--- config.mk ---
export PLATFORM = sky130hd
export DESIGN_NAME = spw_channel
export DESIGN_NICKNAME = d
export VERILOG_FILES = /design/src/rtl/spw_pkg.sv /design/src/rtl/spw_channel.sv
export SDC_FILE = /design/constraint.sdc
export NUM_CORES = 1
export LEC_CHECK = 0
export BUFFER_PORTS_ARGS = -buffer_cell sky130_fd_sc_hd__buf_2
export CAP_MARGIN = 0
export CORE_MARGIN = 5
export CORE_UTILIZATION = 49
export CTS_BUF_LIST = sky130_fd_sc_hd__clkbuf_8
export CTS_CLUSTER_SIZE = 28
export DETAILED_ROUTE_END_ITERATION = 16
export PLACE_DENSITY = 0.85
export SLEW_MARGIN = 5
export SYNTH_ARGS = -nofsm -noshare
export SYNTH_HDL_FRONTEND = slang
export SYNTH_SLANG_ARGS = --single-unit
--- constraint.sdc ---
create_clock -name clk -period 2.27 [get_ports clk]
set_input_delay 0.3405 -clock clk [delete_from_list [all_inputs] [get_ports clk]]
set_output_delay 0.3405 -clock clk [all_outputs]
set_load 0.1 [all_outputs]
--- src/rtl/spw_pkg.sv ---
package spw_pkg;

  // ----------------------------------------------------------------------
  // Widths and counts
  // ----------------------------------------------------------------------
  localparam int TIMER_W     = 8;
  localparam int SUB_W       = 2;
  localparam int BASE_W      = TIMER_W + SUB_W;
  localparam int NUM_TIMERS  = 3;
  localparam int SEL_W       = 2;
  localparam int CTRL_W      = 8;
  localparam int PRESC_W     = 4;

  // ----------------------------------------------------------------------
  // Channel control field layout and reset values
  // ----------------------------------------------------------------------
  localparam int CTRL_MODE_HI  = 3;
  localparam int CTRL_MODE_LO  = 2;
  localparam int CTRL_DUTY_HI  = 5;
  localparam int CTRL_DUTY_LO  = 4;
  localparam logic [1:0] PWM_MODE_TAG = 2'h3;
  localparam logic [CTRL_W-1:0]  CTRL_RESET    = 8'h00;
  localparam logic [TIMER_W-1:0] DUTY_RESET    = 8'h00;
  localparam logic [TIMER_W-1:0] COUNTER_RESET = 8'h00;

  // ----------------------------------------------------------------------
  // Time base: one counter step takes four clocks times the prescale ratio
  // ----------------------------------------------------------------------
  localparam int CLK_PERIOD_NS      = 5;
  localparam int CLKS_PER_STEP      = 4;
  localparam logic [SUB_W-1:0] PHASE_LAST = 2'(CLKS_PER_STEP - 1);
  localparam logic [1:0] PRESC_SEL_1  = 2'h0;
  localparam logic [1:0] PRESC_SEL_4  = 2'h1;
  localparam logic [PRESC_W-1:0] PRESC_LAST_1  = 4'h0;
  localparam logic [PRESC_W-1:0] PRESC_LAST_4  = 4'h3;
  localparam logic [PRESC_W-1:0] PRESC_LAST_16 = 4'hF;

endpackage
--- src/rtl/spw_channel.sv ---
// What this block does
// - Time base is counter plus two sub-count bits.
// - Prescale one-to-one takes sub bits from clock phase.
// - Active duty register read-only in pulse-width mode.
// - Two-bit select picks one of three timers.
// - Period is limit plus one, times four, times prescale.
// - Counter clears on step after reaching limit.
// - Pin set at period start unless duty zero.
// - Restart copies staged duty into active buffer.
// - No postscaler affects the period.
// - Duty is staging byte plus control bits 5:4.
// - Staged duty applies only at period end.
// - Active byte plus two-bit latch double buffer duty.
// - Pin cleared when time base equals active duty.
// - Duty beyond period leaves pin unchanged.
// - Sleep freezes counter, phase and duty timing; registers stay writable.
// - Wake resumes from the preserved counter value.
// - Resolution is log2 of four times limit plus one.
// - Prescaler divides by 1, 4 or 16.
// - Software waits for match flag before enabling pin.
// - Zero control register releases the pin.
// - Reset restores registers and sets pin to input.
`timescale 1ns/1ps

module spw_channel #(
  parameter int NUM_TIMERS = spw_pkg::NUM_TIMERS
) (
  input  wire logic                                clk,
  input  wire logic                                rst,
  input  wire logic                                sleep,
  input  wire logic [spw_pkg::TIMER_W-1:0]         period_limit [NUM_TIMERS],
  input  wire logic [1:0]                          prescale_select [NUM_TIMERS],
  input  wire logic [NUM_TIMERS-1:0]               timer_run_bit,
  input  wire logic [NUM_TIMERS-1:0]               flag_clear,
  output logic      [spw_pkg::TIMER_W-1:0]         period_counter [NUM_TIMERS],
  output logic      [NUM_TIMERS-1:0]               timer_match_flag,
  input  wire logic [spw_pkg::SEL_W-1:0]           timer_source_select,
  input  wire logic                                ctrl_wr_en,
  input  wire logic [spw_pkg::CTRL_W-1:0]          ctrl_wr_data,
  input  wire logic                                staging_wr_en,
  input  wire logic [spw_pkg::TIMER_W-1:0]         staging_wr_data,
  input  wire logic                                active_wr_en,
  input  wire logic [spw_pkg::TIMER_W-1:0]         active_wr_data,
  input  wire logic                                pin_direction_bit,
  output logic      [spw_pkg::CTRL_W-1:0]          channel_control,
  output logic      [spw_pkg::TIMER_W-1:0]         duty_staging_upper,
  output logic      [spw_pkg::TIMER_W-1:0]         duty_active_upper,
  output logic                                     pwm_output_pin,
  output logic                                     pwm_output_oe
);
  import spw_pkg::*;

  // ----------------------------------------------------------------------
  // Decoders shared by every timer
  // ----------------------------------------------------------------------
  function automatic logic [PRESC_W-1:0] presc_last(input logic [1:0] ps);
    case (ps)
      PRESC_SEL_1: presc_last = PRESC_LAST_1;
      PRESC_SEL_4: presc_last = PRESC_LAST_4;
      default:     presc_last = PRESC_LAST_16;
    endcase
  endfunction

  function automatic logic [SUB_W-1:0] sub_bits(input logic [1:0]         ps,
                                                input logic [SUB_W-1:0]   ph,
                                                input logic [PRESC_W-1:0] pc);
    case (ps)
      PRESC_SEL_1: sub_bits = ph;
      PRESC_SEL_4: sub_bits = pc[1:0];
      default:     sub_bits = pc[3:2];
    endcase
  endfunction

  // ----------------------------------------------------------------------
  // Clock phase and the period timers
  // ----------------------------------------------------------------------
  logic [SUB_W-1:0]   phase_reg;
  logic [PRESC_W-1:0] presc_reg [NUM_TIMERS];
  logic [TIMER_W-1:0] cnt_reg   [NUM_TIMERS];
  logic [SUB_W-1:0]   sub       [NUM_TIMERS];
  logic [NUM_TIMERS-1:0] flag_reg;
  logic [NUM_TIMERS-1:0] tick;
  logic [NUM_TIMERS-1:0] at_limit;

  // The phase stops in sleep as well, so a wake resumes mid-step exactly.
  always_ff @(posedge clk) begin
    if (rst) begin
      phase_reg <= 2'h0;
    end else if (!sleep) begin
      phase_reg <= phase_reg + 2'h1;
    end
  end

  for (genvar t = 0; t < NUM_TIMERS; t++) begin : g_timer
    logic step_ok;
    assign step_ok  = timer_run_bit[t] && !sleep && (phase_reg == PHASE_LAST);
    assign tick[t]  = step_ok && (presc_reg[t] >= presc_last(prescale_select[t]));
    assign at_limit[t] = (cnt_reg[t] == period_limit[t]);
    assign sub[t]   = sub_bits(prescale_select[t], phase_reg, presc_reg[t]);
    assign period_counter[t] = cnt_reg[t];

    always_ff @(posedge clk) begin
      if (rst) begin
        presc_reg[t] <= 4'h0;
      end else if (step_ok) begin
        presc_reg[t] <= tick[t] ? 4'h0 : presc_reg[t] + 4'h1;
      end
    end

    // No postscaler sits in this path; the period depends on limit and prescale only.
    always_ff @(posedge clk) begin
      if (rst) begin
        cnt_reg[t] <= COUNTER_RESET;
      end else if (tick[t]) begin
        cnt_reg[t] <= at_limit[t] ? COUNTER_RESET : cnt_reg[t] + 8'h01;
      end
    end

    // A match in the same cycle as a clear keeps the flag set.
    always_ff @(posedge clk) begin
      if (rst) begin
        flag_reg[t] <= 1'b0;
      end else if (tick[t] && at_limit[t]) begin
        flag_reg[t] <= 1'b1;
      end else if (flag_clear[t]) begin
        flag_reg[t] <= 1'b0;
      end
    end

  end

  assign timer_match_flag = flag_reg;

  // ----------------------------------------------------------------------
  // Timer selection and the ten-bit time base
  // ----------------------------------------------------------------------
  logic               sel_valid;
  logic               sel_tick;
  logic               restart;
  logic [TIMER_W-1:0] sel_cnt;
  logic [SUB_W-1:0]   sel_sub;
  logic [BASE_W-1:0]  time_base;

  // An unused select code idles the channel rather than aliasing a timer.
  always_comb begin
    sel_valid = 32'(timer_source_select) < NUM_TIMERS;
    sel_tick  = 1'b0;
    restart   = 1'b0;
    sel_cnt   = COUNTER_RESET;
    sel_sub   = 2'h0;
    if (sel_valid) begin
      sel_tick = tick[timer_source_select];
      restart  = tick[timer_source_select] && at_limit[timer_source_select];
      sel_cnt  = cnt_reg[timer_source_select];
      sel_sub  = sub[timer_source_select];
    end
  end

  assign time_base = {sel_cnt, sel_sub};

  // ----------------------------------------------------------------------
  // Software-visible registers
  // ----------------------------------------------------------------------
  logic [CTRL_W-1:0]  ctrl_reg;
  logic [TIMER_W-1:0] staging_reg;
  logic [TIMER_W-1:0] active_reg;
  logic [SUB_W-1:0]   latch_reg;
  logic               pwm_mode;
  logic [BASE_W-1:0]  duty_next;
  logic [BASE_W-1:0]  duty_act;

  assign pwm_mode  = (ctrl_reg[CTRL_MODE_HI:CTRL_MODE_LO] == PWM_MODE_TAG);
  assign duty_next = {staging_reg, ctrl_reg[CTRL_DUTY_HI:CTRL_DUTY_LO]};
  assign duty_act  = {active_reg, latch_reg};

  always_ff @(posedge clk) begin
    if (rst) begin
      ctrl_reg <= CTRL_RESET;
    end else if (ctrl_wr_en) begin
      ctrl_reg <= ctrl_wr_data;
    end
  end

  // Staging may be written at any time; it only reaches the pin at a restart.
  always_ff @(posedge clk) begin
    if (rst) begin
      staging_reg <= DUTY_RESET;
    end else if (staging_wr_en) begin
      staging_reg <= staging_wr_data;
    end
  end

  always_ff @(posedge clk) begin
    if (rst) begin
      active_reg <= DUTY_RESET;
      latch_reg  <= 2'h0;
    end else if (pwm_mode && restart) begin
      active_reg <= staging_reg;
      latch_reg  <= ctrl_reg[CTRL_DUTY_HI:CTRL_DUTY_LO];
    end else if (!pwm_mode && active_wr_en) begin
      active_reg <= active_wr_data;
    end
  end

  assign channel_control    = ctrl_reg;
  assign duty_staging_upper = staging_reg;
  assign duty_active_upper  = active_reg;

  // ----------------------------------------------------------------------
  // Output pin
  // ----------------------------------------------------------------------
  logic pin_reg;
  logic oe_reg;

  // A duty longer than the period never matches, so the pin simply stays set.
  always_ff @(posedge clk) begin
    if (rst) begin
      pin_reg <= 1'b0;
    end else if (!pwm_mode) begin
      pin_reg <= 1'b0;
    end else if (restart) begin
      if (duty_next != 10'h000) begin
        pin_reg <= 1'b1;
      end
    end else if (!sleep && time_base == duty_act) begin
      pin_reg <= 1'b0;
    end
  end

  // The driver also needs the direction bit cleared by software.
  always_ff @(posedge clk) begin
    if (rst) begin
      oe_reg <= 1'b0;
    end else begin
      oe_reg <= pwm_mode && !pin_direction_bit;
    end
  end

  assign pwm_output_pin = pin_reg;
  assign pwm_output_oe  = oe_reg;
endmodule // spw_channel

==> impl_metrics.csv <==
group,metric,value,unit
critical_path,cpPeakStageDelay,0.43,ns
sta,min_period,2.25,ns
routing,drt_iter0_drc,168,
critical_path,cp_data_arrival_time,2.49,ns
floorplan,core,8720,sq um
global_route,antenna_found_initial,0,
yosys,avgSynthCellArea,9.52,sq um
cts,insertion_delay,0.34,ns
yosys,synthFlopType,"edfxtp_1",
sta,min_period_over_period,0.993,
routing,viasPerCell,5.46,
cts,cts_buffers,9,
yosys,ys_ff_latch,69,
routing,met3WireLength,872,microns
status,status,"completed",
yosys,ys_seq_area_frac,0.399,
finish,largest_register_ff_count,24,
critical_path,reg2reg_depth,9,
cts,holdBufCountCts,0,
routing,highest_layer,"met4",
yosys,ys_warn_count,0,
yosys,synthCells,459,
routing,wl_met1,4.82,mm
sta,max_freq,444,MHz
cts,clock-sinks,69,
cts,root_buffer,"clkbuf_8",
critical_path,cp-endpoint,"duty_active_upper[2]",
critical_path,critical_path_buf_inv_count,1,
critical_path,crit_fanout,3,
yosys,synth_nets,547,
cts,cts_tree,"done",
finish,final_nets,703,
global_route,grt-ovfl-total,0,
finish,fin_cells,728,
routing,antenna_left,0,
floorplan,die_y,104,microns
placement,place_ws,-0.282,ns
sta,rsz0062_at_grt,"true",
floorplan,core.rowCount,34,
routing,routed-wl-met2,5.58,mm
pwr,power_density,570,nW/um^2
critical_path,worstPathCellList,"ha_1, o21ai_1, a21oi_1, o31ai_2, buf_4, nor4_4, a22o_1, o21ai_4, mux2_4",
critical_path,cp-start-kind,"flop",
sta,finalHoldViolations,0,
routing,wl,11.6,mm
floorplan,dieWidth,104,microns
routing,drc,0,
critical_path,rr_startpoint,"presc_reg[1][1]",
critical_path,crit_start,"presc_reg[1][1]",
pwr,peakVddDrop,0.000522,V
critical_path,r2r_slack,0.02,ns
routing,dr_total_vias,3975,
finish,synthToLayoutAreaGrowth,27.5,%
critical_path,worstPathRequired,2.51,ns
global_route,grt_max_degree,28,
finish,drive_above_1_share,0.332,
yosys,async_reset_ff_frac,0,
critical_path,path_depth,9,
global_route,grt_pass1_wl,19.1,mm
critical_path,critPathTopFamily,"compound AO/OA/AOI/OAI gates",
sta,relSlewSlack,0.453,
finish,num_antenna_cells,0,
critical_path,worstSetupPathType,"reg -> reg",
run,max-cap-violations,0,
critical_path,r2r_end,"duty_active_upper[2]",
placement,dp.cells,712,
routing,first_pass_iters,4,
min_path,min-delay-path-class,"in -> reg",
cts,clk_path_buf_depth,2,
cts,htreeDepth,3,
cts,clk_pin_slew_worst_paths,0.08,ns
yosys,ys_types,48,
yosys,synth_area,4370,sq um
cts,post_cts_buffers,0,
sta,finClkSkew,0.0134,ns
floorplan,pin_count,122,
global_route,grt_pass1_vias,4098,
sta,final-setup-viol-count,0,
global_route,grtUsageTotal,0.213,
sta,setup_ws,0.0169,ns
floorplan,start_util,0.501,
placement,post-dp-hpwl,9.36,mm
sta,drv_slew,0,
floorplan,die-area,10900,sq um
routing,wl_per_cell,15.9,microns
yosys,synth_edf_count,36,
critical_path,cpMaxStageDelayCell,"edfxtp_1",
critical_path,crit_path_end_kind,"flop",
placement,portBuffers,121,
placement,place_congestion,0.895,
pwr,leakage,2.56,nW
sta,worst_pin_slew,0.820,ns
-- synth_stat cells (2+ instances only) --
master     number  area share
nand3_1        19       0.022
buf_1           2      0.0017
or2b_1          2      0.0034
nor2_1         75       0.064
mux2_4          2      0.0069
nor2b_1         4      0.0057
nor4_1          3      0.0043
nand3b_1       10       0.017
buf_6           2      0.0052
or3_1           4      0.0057
a22o_1          3      0.0060
inv_1          21       0.018
o21ai_0         9       0.010
o32ai_1         6       0.012
dfxtp_1        33        0.15
xor2_1         16       0.032
ha_1           19       0.054
mux2i_1        34       0.078
nand2b_1       10       0.014
o21ai_2         2      0.0040
clkbuf_1       12       0.010
nor3_1          4      0.0046
a41o_1          6       0.014
a21oi_1        14       0.016
or2_2           6      0.0086
edfxtp_1       36        0.25
and3_1         13       0.019
o2bb2ai_1       2      0.0040
o21ai_1         5      0.0057
nand2_1        17       0.015
o31ai_2         2      0.0057
xnor2_1        43       0.086
nand4_1         8       0.011
-- cell usage in the layout (no fill, tap or decap), drive strengths merged, types with 17 or more instances in the layout --
cell type	instances
dfxtp	33
xnor2	43
nand3	19
mux2i	34
nand2	17
edfxtp	36
nor2	76
buf	163
ha	19
inv	25
-- metal layers --
| metal | GRT usage | vias up |
|---|---|---|
| met2 | 0.364 | 156 |
| met3 | 0.0565 | 27 |
| met1 | 0.257 | 1864 |
| li1 | - | 1928 |
| met5 | 0 | - |
| met4 | 0.0768 | 0 |
-- worst register-to-register path, cell delays in order, from the launching register on --
cell and delay, ns:
edfxtp_1 0.43, ha_1 0.31, o21ai_1 0.12, a21oi_1 0.06, o31ai_2 0.23, buf_4 0.18
nor4_4 0.05, a22o_1 0.27, o21ai_4 0.20, mux2_4 0.32
-- power by group --
| part | internal, W | switching (W) |
|---|---|---|
| clock network | 0.000503 | 0.000476 |
| registers | 0.00136 | 0.0000582 |
| logic | 0.000245 | 0.000531 |
| total | 0.00211 | 0.00107 |
-- final cells by class --
class	count	area (sq um)
Fill cell	680	3150
Multi-Input combinational cell	350	2500
Sequential cell	69	1740
Timing Repair Buffer	163	925
Tap cell	108	135
Clock buffer	9	124
Inverter	22	82.6
Clock inverter	7	65.1
-- logic make-up after synthesis --
family | count (synthesis) | synth area share
buffers and inverters | 40 | 0.0389
and+or+nand+nor | 181 | 0.212
adders and majority gates | 19 | 0.0544
muxes | 36 | 0.0847
DFF | 69 | 0.399
xor gates and xnor gates | 59 | 0.118
AOI/OAI and AO/OA | 55 | 0.0930
-- through the flow --
step                      area (sq um)  utilization  TNS (ns)  hold slack, ns  total power [W]
final                             5570        0.639         0           0.172          0.00318
after global routing              5570        0.639   -0.0786           0.149          0.00332
after CTS                         5540        0.635         0           0.161          0.00319
after detailed placement          5340        0.612     -8.00           0.484          0.00222
after global placement            5340        0.612     -5.70           0.460          0.00219
after floorplan                   4370            -     -1.92           0.417          0.00200
-- worst min-delay path by stage --
stage                                    from             endpoint  slack [ns]  cells past startpoint
after floorplan             pin_direction_bit        pwm_output_oe        0.42                      1
after global placement    timer_match_flag[0]  timer_match_flag[0]        0.46                      2
after detailed placement   channel_control[1]   channel_control[1]        0.48                      2
after CTS                   pin_direction_bit        pwm_output_oe        0.16                      2
after global routing        pin_direction_bit        pwm_output_oe        0.15                      2
final                       pin_direction_bit        pwm_output_oe        0.17                      2
-- what timing repair did --
action / in CTS / in global routing
gates resized for setup: 1 / 8
gates cloned: 0 / 0
endpoints found under the setup margin: 4 / 10
pin swaps: 1 / 0
Note: power is estimated with default switching activity, not from simulation.
